`config.mk`:
```
export PLATFORM = sky130hd
export DESIGN_NAME = vc0_resource_regs
export DESIGN_NICKNAME = d
export VERILOG_FILES = /design/src/core/vc0_resource_pkg.sv /design/src/core/link_status_if.sv /design/src/core/negotiation_tracker.sv /design/src/core/vc0_resource_regs.sv
export SDC_FILE = /design/constraint.sdc
export NUM_CORES = 1
export LEC_CHECK = 0
export ABC_AREA = 1
export ABC_CLOCK_PERIOD_IN_PS = 1100
export BUFFER_PORTS_ARGS = -buffer_cell sky130_fd_sc_hd__buf_2
export CELL_PAD_IN_SITES_DETAIL_PLACEMENT = 1
export CELL_PAD_IN_SITES_GLOBAL_PLACEMENT = 1
export CORE_UTILIZATION = 24
export DETAILED_ROUTE_END_ITERATION = 8
export GPL_ROUTABILITY_DRIVEN = 0
export PLACE_DENSITY = 0.75
export SLEW_MARGIN = 20
export SYNTH_ARGS = -nofsm -noshare
export SYNTH_HDL_FRONTEND = slang
export SYNTH_SLANG_ARGS = --single-unit
```
`constraint.sdc`:
```
create_clock -name clk -period 1.1 [get_ports clk]
set_input_delay 0.055 -clock clk [delete_from_list [all_inputs] [get_ports clk]]
set_output_delay 0.055 -clock clk [all_outputs]
set_load 0.05 [all_outputs]
```
`src/core/vc0_resource_pkg.sv`:
```
// What this block does and what software must do
// snoop-rejection capability bit is read-only and reads 0: all snoop attributes accepted
// low fifteen capability bits read zero and are read-only
// default channel enable bit reads 1 and is read-only
// three-bit default channel identifier reads zero and is read-only
// class map bits 7:1 writable, one bit per class, reset to all ones
// class zero map bit is read-only and always reads 1
// software drains traffic of a class before removing it from the map
// negotiation pending reads 1 during init or disable, 0 when negotiation done
// pending is set on reset, channel disabled, or link down
// pending clears when the link successfully leaves the second flow-control init state
// software checks pending is clear at both link ends before using the channel
// writes to read-only and reserved bits are ignored; fixed values keep reading back
package vc0_resource_pkg;

  localparam int          CFG_ADDR_W       = 12;
  localparam int          CFG_DATA_W       = 32;
  localparam int          CFG_BE_W         = 4;
  localparam int          CLASS_COUNT      = 8;

  localparam logic [11:0] CAP_OFFSET       = 12'h110;
  localparam logic [11:0] CTL_OFFSET       = 12'h114;
  localparam logic [11:0] STS_OFFSET       = 12'h11a;

  localparam logic [31:0] CAP_RESET        = 32'h00000000;
  localparam logic [31:0] CTL_RESET        = 32'h800000ff;
  localparam logic [15:0] STS_RESET        = 16'h0002;

  localparam int          SNOOP_REJECT_BIT = 15;
  localparam int          CHAN_ENABLE_BIT  = 31;
  localparam int          CHAN_ID_LSB      = 24;
  localparam int          CHAN_ID_MSB      = 26;
  localparam int          MAP_LSB          = 1;
  localparam int          MAP_MSB          = 7;
  localparam int          PENDING_BIT      = 1;
  localparam int          STS_LANE_LSB     = 16;

  localparam logic        SNOOP_REJECT_VAL = 1'b0;
  localparam logic        CHAN_ENABLE_VAL  = 1'b1;
  localparam logic [2:0]  CHAN_ID_VAL      = 3'h0;
  localparam logic        CLASS_ZERO_VAL   = 1'b1;
  localparam logic [6:0]  MAP_RESET        = 7'h7f;
  localparam logic        PENDING_RESET    = 1'b1;

endpackage : vc0_resource_pkg

```
`src/core/link_status_if.sv`:
```
interface link_status_if;
  logic dlDown;
  logic fcInit2Exit;
  logic chanEnable;
  logic pending;

  modport tracker
  (
    input  dlDown,
    input  fcInit2Exit,
    input  chanEnable,
    output pending
  );

  modport bank
  (
    output dlDown,
    output fcInit2Exit,
    output chanEnable,
    input  pending
  );
endinterface : link_status_if

```
`src/core/negotiation_tracker.sv`:
```
module negotiation_tracker
(
  input wire logic          clk,
  input wire logic          reset_n,
  input wire logic          ce,
  link_status_if.tracker    lnk
);
  import vc0_resource_pkg::*;

  logic pendingReg;

  // set terms win over the exit event so a link drop in the exit cycle is never missed
  always_ff @(posedge clk or negedge reset_n)
  begin
    if (!reset_n)
      pendingReg <= PENDING_RESET;
    else if (ce)
    begin
      if (lnk.dlDown || !lnk.chanEnable)
        pendingReg <= 1'b1;
      else if (lnk.fcInit2Exit)
        pendingReg <= 1'b0;
    end
  end

  assign lnk.pending = pendingReg;

  property p_pending_on_down;
    @(posedge clk) disable iff (!reset_n)
    (ce && lnk.dlDown) |=> lnk.pending;
  endproperty
  a_pending_on_down: assert property (p_pending_on_down)
    else $error("pending not set after link down");

  property p_pending_clear;
    @(posedge clk) disable iff (!reset_n)
    (ce && lnk.fcInit2Exit && !lnk.dlDown && lnk.chanEnable) |=> !lnk.pending;
  endproperty
  a_pending_clear: assert property (p_pending_clear)
    else $error("pending not cleared after init exit");

  property p_pending_holds_low;
    @(posedge clk) disable iff (!reset_n)
    (!lnk.pending && !(ce && (lnk.dlDown || !lnk.chanEnable))) |=> !lnk.pending;
  endproperty
  a_pending_holds_low: assert property (p_pending_holds_low)
    else $error("pending rose without a cause");

  property p_pending_holds_high;
    @(posedge clk) disable iff (!reset_n)
    (lnk.pending && !(ce && lnk.fcInit2Exit)) |=> lnk.pending;
  endproperty
  a_pending_holds_high: assert property (p_pending_holds_high)
    else $error("pending fell without init exit");

  property p_cov_negotiate;
    @(posedge clk) disable iff (!reset_n)
    lnk.pending ##1 !lnk.pending ##[1:50] lnk.pending;
  endproperty
  c_negotiate: cover property (p_cov_negotiate);

endmodule : negotiation_tracker

```
`src/core/vc0_resource_regs.sv`:
```
module vc0_resource_regs
(
  input  wire logic                                   clk,
  input  wire logic                                   reset_n,
  input  wire logic                                   ce,
  input  wire logic [vc0_resource_pkg::CFG_ADDR_W-1:0] cfgAddr,
  input  wire logic                                   cfgWrEn,
  input  wire logic [vc0_resource_pkg::CFG_BE_W-1:0]   cfgByteEn,
  input  wire logic [vc0_resource_pkg::CFG_DATA_W-1:0] cfgWrData,
  input  wire logic                                   cfgRdEn,
  output      logic [vc0_resource_pkg::CFG_DATA_W-1:0] cfgRdData,
  output      logic                                   cfgRdValid,
  input  wire logic                                   dlDown,
  input  wire logic                                   fcInit2Exit,
  output      logic [vc0_resource_pkg::CLASS_COUNT-1:0] classMap,
  output      logic                                   negotiationPending
);
  import vc0_resource_pkg::*;

  logic [MAP_MSB:MAP_LSB] mapReg;
  logic [31:0]            capValue;
  logic [31:0]            ctlValue;
  logic [15:0]            stsValue;
  logic [31:0]            rdNext;
  logic [31:0]            rdDataReg;
  logic                   rdValidReg;
  logic [9:0]             rdWordReg;
  logic                   ctlHit;
  logic                   ctlWrite;

  link_status_if lnk ();

  assign lnk.dlDown      = dlDown;
  assign lnk.fcInit2Exit = fcInit2Exit;
  assign lnk.chanEnable  = CHAN_ENABLE_VAL;

  negotiation_tracker u_tracker
  (
    .clk     (clk),
    .reset_n (reset_n),
    .ce      (ce),
    .lnk     (lnk)
  );

  // decode by dword; status sits in the upper half-word of its dword
  assign ctlHit   = (cfgAddr[11:2] == CTL_OFFSET[11:2]);
  assign ctlWrite = ce && cfgWrEn && ctlHit && cfgByteEn[0];

  // only byte lane 0 holds writable bits; all other lanes drop their data
  always_ff @(posedge clk or negedge reset_n)
  begin
    if (!reset_n)
      mapReg <= MAP_RESET;
    else if (ctlWrite)
      mapReg <= cfgWrData[MAP_MSB:MAP_LSB];
  end

  always_comb
  begin
    capValue                   = CAP_RESET;
    capValue[SNOOP_REJECT_BIT] = SNOOP_REJECT_VAL;
  end

  always_comb
  begin
    ctlValue                          = 32'h00000000;
    ctlValue[CHAN_ENABLE_BIT]         = CHAN_ENABLE_VAL;
    ctlValue[CHAN_ID_MSB:CHAN_ID_LSB] = CHAN_ID_VAL;
    ctlValue[MAP_MSB:MAP_LSB]         = mapReg;
    ctlValue[0]                       = CLASS_ZERO_VAL;
  end

  always_comb
  begin
    stsValue              = 16'h0000;
    stsValue[PENDING_BIT] = lnk.pending;
  end

  // fixed fields come from constants, so no write path can reach them
  always_comb
  begin
    rdNext = 32'h00000000;
    if (cfgAddr[11:2] == CAP_OFFSET[11:2])
      rdNext = capValue;
    else if (cfgAddr[11:2] == CTL_OFFSET[11:2])
      rdNext = ctlValue;
    else if (cfgAddr[11:2] == STS_OFFSET[11:2])
      rdNext = {stsValue, 16'h0000};
    else
      rdNext = 32'h00000000;
  end

  always_ff @(posedge clk or negedge reset_n)
  begin
    if (!reset_n)
    begin
      rdDataReg <= 32'h00000000;
      rdWordReg <= 10'h000;
    end
    else if (ce && cfgRdEn)
    begin
      rdDataReg <= rdNext;
      rdWordReg <= cfgAddr[11:2];
    end
  end

  always_ff @(posedge clk or negedge reset_n)
  begin
    if (!reset_n)
      rdValidReg <= 1'b0;
    else if (ce)
      rdValidReg <= cfgRdEn;
  end

  assign cfgRdData          = rdDataReg;
  assign cfgRdValid         = rdValidReg;
  assign classMap           = {mapReg, CLASS_ZERO_VAL};
  assign negotiationPending = lnk.pending;

  property p_cap_reads_zero;
    @(posedge clk) disable iff (!reset_n)
    (cfgRdValid && rdWordReg == CAP_OFFSET[11:2]) |-> (cfgRdData == 32'h00000000);
  endproperty
  a_cap_reads_zero: assert property (p_cap_reads_zero)
    else $error("capability word not zero");

  property p_cap_low_zero;
    @(posedge clk) disable iff (!reset_n)
    (cfgRdValid && rdWordReg == CAP_OFFSET[11:2]) |-> (cfgRdData[14:0] == 15'h0000);
  endproperty
  a_cap_low_zero: assert property (p_cap_low_zero)
    else $error("capability low bits not zero");

  property p_enable_one;
    @(posedge clk) disable iff (!reset_n)
    (cfgRdValid && rdWordReg == CTL_OFFSET[11:2]) |-> cfgRdData[CHAN_ENABLE_BIT];
  endproperty
  a_enable_one: assert property (p_enable_one)
    else $error("channel enable reads zero");

  property p_id_zero;
    @(posedge clk) disable iff (!reset_n)
    (cfgRdValid && rdWordReg == CTL_OFFSET[11:2]) |->
      (cfgRdData[CHAN_ID_MSB:CHAN_ID_LSB] == 3'h0 && cfgRdData[30:27] == 4'h0);
  endproperty
  a_id_zero: assert property (p_id_zero)
    else $error("channel id not zero");

  property p_map_write;
    @(posedge clk) disable iff (!reset_n)
    ctlWrite |=> (classMap[7:1] == $past(cfgWrData[7:1]));
  endproperty
  a_map_write: assert property (p_map_write)
    else $error("class map write lost");

  property p_class_zero;
    @(posedge clk) disable iff (!reset_n)
    (cfgRdValid && rdWordReg == CTL_OFFSET[11:2]) |-> (cfgRdData[0] && classMap[0]);
  endproperty
  a_class_zero: assert property (p_class_zero)
    else $error("class zero map bit cleared");

  property p_sts_read;
    @(posedge clk) disable iff (!reset_n)
    (ce && cfgRdEn && cfgAddr[11:2] == STS_OFFSET[11:2]) |=>
      (cfgRdValid && cfgRdData == {14'h0000, $past(negotiationPending), 17'h00000});
  endproperty
  a_sts_read: assert property (p_sts_read)
    else $error("status read mismatch");

  property p_ro_ignored;
    @(posedge clk) disable iff (!reset_n)
    (ce && cfgWrEn && !ctlWrite) |=> $stable(classMap);
  endproperty
  a_ro_ignored: assert property (p_ro_ignored)
    else $error("class map changed on foreign write");

  property p_cov_map_write;
    @(posedge clk) disable iff (!reset_n)
    ctlWrite ##1 (ce && cfgRdEn && ctlHit);
  endproperty
  c_map_write: cover property (p_cov_map_write);

  property p_cov_sts_clear;
    @(posedge clk) disable iff (!reset_n)
    cfgRdValid && rdWordReg == STS_OFFSET[11:2] && !cfgRdData[17];
  endproperty
  c_sts_clear: cover property (p_cov_sts_clear);

  property p_cov_ro_write;
    @(posedge clk) disable iff (!reset_n)
    ce && cfgWrEn && cfgAddr[11:2] == CAP_OFFSET[11:2];
  endproperty
  c_ro_write: cover property (p_cov_ro_write);

endmodule : vc0_resource_regs

```
Word-level counts from Yosys, hierarchy flattened --
Cells that the tools add are included.
Operators by class: div/mod/pow operators 0, magnitude comparators 0, $mul 0, multiplexer cells 5, add/subtract/negate cells 0, bitwise operators 0, shift-type cells 0, equality and inequality tests 3, reduce and logical (&&, ||, !) cells 6
Operators by type and width (number):
- 2-to-1 mux 32 bit | 2
- equality test 10 x 7 -> 1 bit, second input constant | 3
- 2-to-1 mux 18 bit | 1
- logical AND 1 bit | 4
- 2-to-1 mux 1 bit | 2
- AND reduction 2 bit | 1
- nonzero test 2 bit | 1
Storage, ports and cells: latch bits 0, memory bits (read-only) 0, memories kept 0, flip-flop bits (word level) 41, RAM bits 0, logic and storage cells 18, output and inout bits 42

Longest topological paths before layout --
word-level depth 4, gate-level depth with buffers 7, depth with buffers taken out 7

By module --
A second synthesis with hierarchy kept.
Unflattened totals: cell total of the unflattened synthesis 126, area, all modules 1074.8 µm²
By module, submodules not included:
- vc0_resource_regs | instances 1, cells each 119, seq. area each 434.2 µm², area each 1026.0 µm²
- negotiation_tracker | instances 1, cells each 7, seq. area each 26.3 µm², area each 48.8 µm²

Least setup slack after synthesis --
Ideal clock, no wire load.
path type reg-to-reg, start point reg u_tracker.pendingReg (netlist: u_tracker.lnk.pending), end point reg rdDataReg[17] (netlist: cfgRdData[17]), required time 1.024 ns, path slack 0.104 ns, data arrival time 0.920 ns, stages on the path, launching flop included 3, clock period less this slack 0.996 ns, cells stage by stage dfstp_2 -> nand4_1 -> o21ai_1
On the way: cells in the longest elaborated chain, start to end 3
RTL lines:
- from (decl) | line negotiation_tracker.sv:10 | logic pendingReg;
- from (signal assigned) | line negotiation_tracker.sv:16 | pendingReg <= PENDING_RESET;
- from (signal assigned) | line negotiation_tracker.sv:20 | pendingReg <= 1'b1;
- from (signal assigned) | line negotiation_tracker.sv:22 | pendingReg <= 1'b0;
- 2-to-1 mux 18 bit | line vc0_resource_regs.sv:87 | else if (cfgAddr[11:2] == STS_OFFSET[11:2])
- 2-to-1 mux 32 bit | line vc0_resource_regs.sv:85 | else if (cfgAddr[11:2] == CTL_OFFSET[11:2])
- 2-to-1 mux 32 bit | line vc0_resource_regs.sv:83 | if (cfgAddr[11:2] == CAP_OFFSET[11:2])
- to (signal assigned) | line vc0_resource_regs.sv:102 | rdDataReg <= rdNext;
- to (decl) | line vc0_resource_regs.sv:25 | logic [31:0] rdDataReg;
Every way passes these cells. A chain may end at the register's enable or synchronous reset.

Worst setup path after layout --
start point reg mapReg[2] in the netlist's numbering, end point out classMap[2] in the netlist's numbering
RTL lines:
- from (decl) | line vc0_resource_regs.sv:20 | logic [MAP_MSB:MAP_LSB] mapReg;
- from (signal assigned) | line vc0_resource_regs.sv:55 | mapReg <= cfgWrData[MAP_MSB:MAP_LSB];
- to (decl) | line vc0_resource_regs.sv:15 | output logic [vc0_resource_pkg::CLASS_COUNT-1:0] classMap,
No word-level cell between the ends.

==> flow_summary.toml <==
[floorplan]
core_region_area_sq_um = 4120
design.portCount = 97
placementRows = 23
start_util_pct = 25.9
die_w_microns = 68.6
dieHeight_microns = 68.6
die_area_sq_um = 4710

[setup_path]
worst_ep_arrival_time_ns = 1.01
worst_ep_required_time_ns = 1.04
critPathBufInv = 1
critical_path.endpoint = "classMap[2]"
maximum_fanout_along_the_worst_path = 3
startpoint = "mapReg[2]"
critical_path.startpoint_type = "flop"
regToRegStartpoint = "u_tracker.lnk.pending"
critPathSlowestCell = "sky130_fd_sc_hd__dfstp_2"
reg2reg_depth = 2
worst_reg2reg_endpoint = "cfgRdData[17]"
crit_chain = "buf_4"
critical_path_depth = 1
timing.setup.critical_path_class = "reg2out"
timing.reg2reg.setup_slack_ns = 0.25
timing.critical_path.slowest_cell_delay_ns = 0.55
worst_path_dominant_cell_family = "flip-flops"
cp-end-kind = "output pin"

[layout]
nFillCells = 495
insertedDiodeCount = 0
synthToLayoutAreaGrowth_pct = 23.9
layout.core_utilization_pct = 32.0
finish.net_count = 222
layout-drive-gt1-share_pct = 42.8
finish.cell_count_without_fillers = 216

[grt]
global_route.peak_usage_layer = "met2"
grt_pass1_wl_mm = 3.60
grt_antenna_before_repair = 0
grt_met1_use_pct = 11.1
largest_net_degree_at_the_start_of_global_routing = 19
track_usage_pct = 10.4
grt.overflow.total = 0
grtUsageMet2_pct = 19.1
grt_pass1_vias = 812
groute.layer.met3.usage_pct = 1.97

[power_and_ir_drop]
max-vdd-ir-drop_mv = 0.511
power_per_cell_area_nw_per_um2 = 1190
cellLeakagePower_nw = 0.766

[drt]
routed_via_density = 3.99
vias = 861
drt-wirelength-per-cell_microns = 10.9
detail_route.iter0.violations = 21
first_pass_iters = 3
postRouteAntennaNets = 0
drc_violation_count_after_routing = 0
routed_wl_mm = 2.34

[place]
worst_slack_placed_ns = 0.107
placed_cells_incl_taps = 211
placement.io_buffers = 43
post_detailed_placement_half_perimeter_wirelength_mm = 1.87

[synth]
yosysTopAreaCell = "sky130_fd_sc_hd__dfrtp_1"
post-synth-top-area-fraction_pct = 23.5
ys_warn_count = 0
syn-mean-instance-area_sq_um = 8.73
synth_enable_flop_cells = 0
cell_types_occupying_the_most_area_after_synthesis = "sky130_fd_sc_hd__dfrtp_1, sky130_fd_sc_hd__dfstp_2, sky130_fd_sc_hd__buf_4, sky130_fd_sc_hd__nand2_1, sky130_fd_sc_hd__nand4_1"
async_reset_ff_share_pct = 100
most_common_library_cells_after_synthesis = "sky130_fd_sc_hd__nand2_1, sky130_fd_sc_hd__buf_4, sky130_fd_sc_hd__nand4_1, sky130_fd_sc_hd__dfrtp_1, sky130_fd_sc_hd__dfstp_2"
synth_cell_type_count = 20
cell_with_the_most_instances_after_synthesis = "sky130_fd_sc_hd__nand2_1"
netlist_area_sq_um = 1060
synth_sequential_area_ratio_pct = 43.2
dominantRegCellSynth = "sky130_fd_sc_hd__dfrtp_1"
register_bit_total_from_synthesis = 18
synthCells = 122

[timing]
hold_vio_cnt_final = 0
achievable-frequency_mhz = 941
final_max_slew_viol_count = 0
setup_viol = 0
crit_path_setup_slack_layout_ns = 0.0377
timing.setup.tns_ns = 0
hold_ws_ns = 0.0164
timing.final.crit_period_ns = 1.06
final.setup_skew_ns = 0.00265
grt_setup_unrepaired = "false"
final.period_utilization_pct = 96.6

[clock_network]
clk_root_buffer_cell = "sky130_fd_sc_hd__clkbuf_8"
cts_tree = "done"
cts_made_buffers = 3
clock_latency_on_the_worst_skew_pair_ns = 0.25
clk_pin_slew_ns = 0.07
clock_tree.htree_level_count = 1
cts_sinks = 18
maximum_clock_path_buffer_count = 2

[min_path]
worstHoldPathType = "in2reg"

[outcome]
run_status = "finished, final reports clean"

[flow_run]
drv_cap = 0
cell usage in the layout, fill, tap and decap left out:
| master | n |
|---|---|
| sky130_fd_sc_hd__nor2_4 | 2 |
| sky130_fd_sc_hd__buf_4 | 10 |
| sky130_fd_sc_hd__dfrtp_1 | 10 |
| sky130_fd_sc_hd__dlygate4sd3_1 | 1 |
| sky130_fd_sc_hd__inv_2 | 4 |
| sky130_fd_sc_hd__nor2_2 | 3 |
| sky130_fd_sc_hd__buf_2 | 35 |
| sky130_fd_sc_hd__o21ai_1 | 1 |
| sky130_fd_sc_hd__inv_1 | 5 |
| sky130_fd_sc_hd__nor2_8 | 1 |
| sky130_fd_sc_hd__nand2_1 | 37 |
| sky130_fd_sc_hd__nand3_2 | 1 |
| sky130_fd_sc_hd__nand3_1 | 1 |
| sky130_fd_sc_hd__dfstp_2 | 8 |
| sky130_fd_sc_hd__nand2_2 | 2 |
| sky130_fd_sc_hd__conb_1 | 23 |
| sky130_fd_sc_hd__clkbuf_8 | 4 |
| sky130_fd_sc_hd__a22o_1 | 1 |
| sky130_fd_sc_hd__nor2_1 | 1 |
| sky130_fd_sc_hd__nand4_4 | 1 |
| sky130_fd_sc_hd__nand4_1 | 15 |
per-layer routing:
| metal | part of all wire, % | up-vias |
|---|---|---|
| met1 | 40 | 391 |
| met2 | 52 | 35 |
| li1 | - | 433 |
| met5 | 0 | - |
| met4 | 1.2 | 0 |
| met3 | 7.1 | 2 |
how the worst min path moves through the flow:
stage,from,endpoint,slack (ns),cells after the start
floorplan,reset_n,cfgRdData[0],-0.24,0
global placement,reset_n,cfgRdValid,-0.004,1
detailed placement,reset_n,cfgRdData[4],0.002,1
CTS,cfgWrData[1],mapReg[1],0.01,3
global route,cfgWrData[1],mapReg[1],0.02,3
finish,cfgWrData[5],mapReg[5],0.02,3
tightest hold or removal path: stages:
cell                      delay (ns)
sky130_fd_sc_hd__buf_2          0.10
sky130_fd_sc_hd__nand4_1        0.07
sky130_fd_sc_hd__nand2_1        0.05
flip-flops by register name, indices dropped and copies added (netlist names):
signal	flops
cfgRdData	9
cfgRdValid	1
mapReg	7
u_tracker.lnk.pending	1
power breakdown:
part / internal [mW] / leakage (nW) / total [mW] / switching (mW)
combinational: 0.0640 / 0.516 / 0.350 / 0.286
sequential: 0.676 / 0.221 / 0.683 / 0.00702
clock: 0.318 / 0.0288 / 0.537 / 0.219
total: 1.06 / 0.766 / 1.57 / 0.512
through the flow:
stage	power, mW	cell area, sq um
4_1_cts	1.59	1320
5_1_grt	1.64	1320
6_report	1.57	1320
2_1_floorplan	1.02	1140
3_5_place_dp	1.04	1230
3_3_place_gp	1.03	1230
layout make-up:
type / instances / area [sq um] / share of cell area [%]
well taps: 50 / 62.6 / 4.74
inverters: 9 / 33.8 / 2.56
clock buffers: 4 / 55.1 / 4.17
flip-flops and latches: 18 / 460 / 34.9
multi-input cells: 89 / 447 / 33.9
repair buffers: 46 / 260 / 19.7
cells by family (layout without fill, tap and decap cells):
group           after synthesis  count (layout)  share of synthesized area [%]
compound gates                2               2                           1.29
buf+inv                      36              59                           22.2
flops                        18              18                           43.2
other cells                   2              23                          0.705
simple gates                 64              64                           32.5
what timing repair did:
| item | 4_1_cts | 5_1_grt |
|---|---|---|
| gates resized for setup | 8 | 0 |
| hold endpoints to repair | 10 | 0 |
| hold buffers | 1 | 0 |
| setup buffers | 0 | 0 |
| endpoints found under the setup margin | 8 | 0 |
Note: power is estimated with default switching activity, not from simulation.
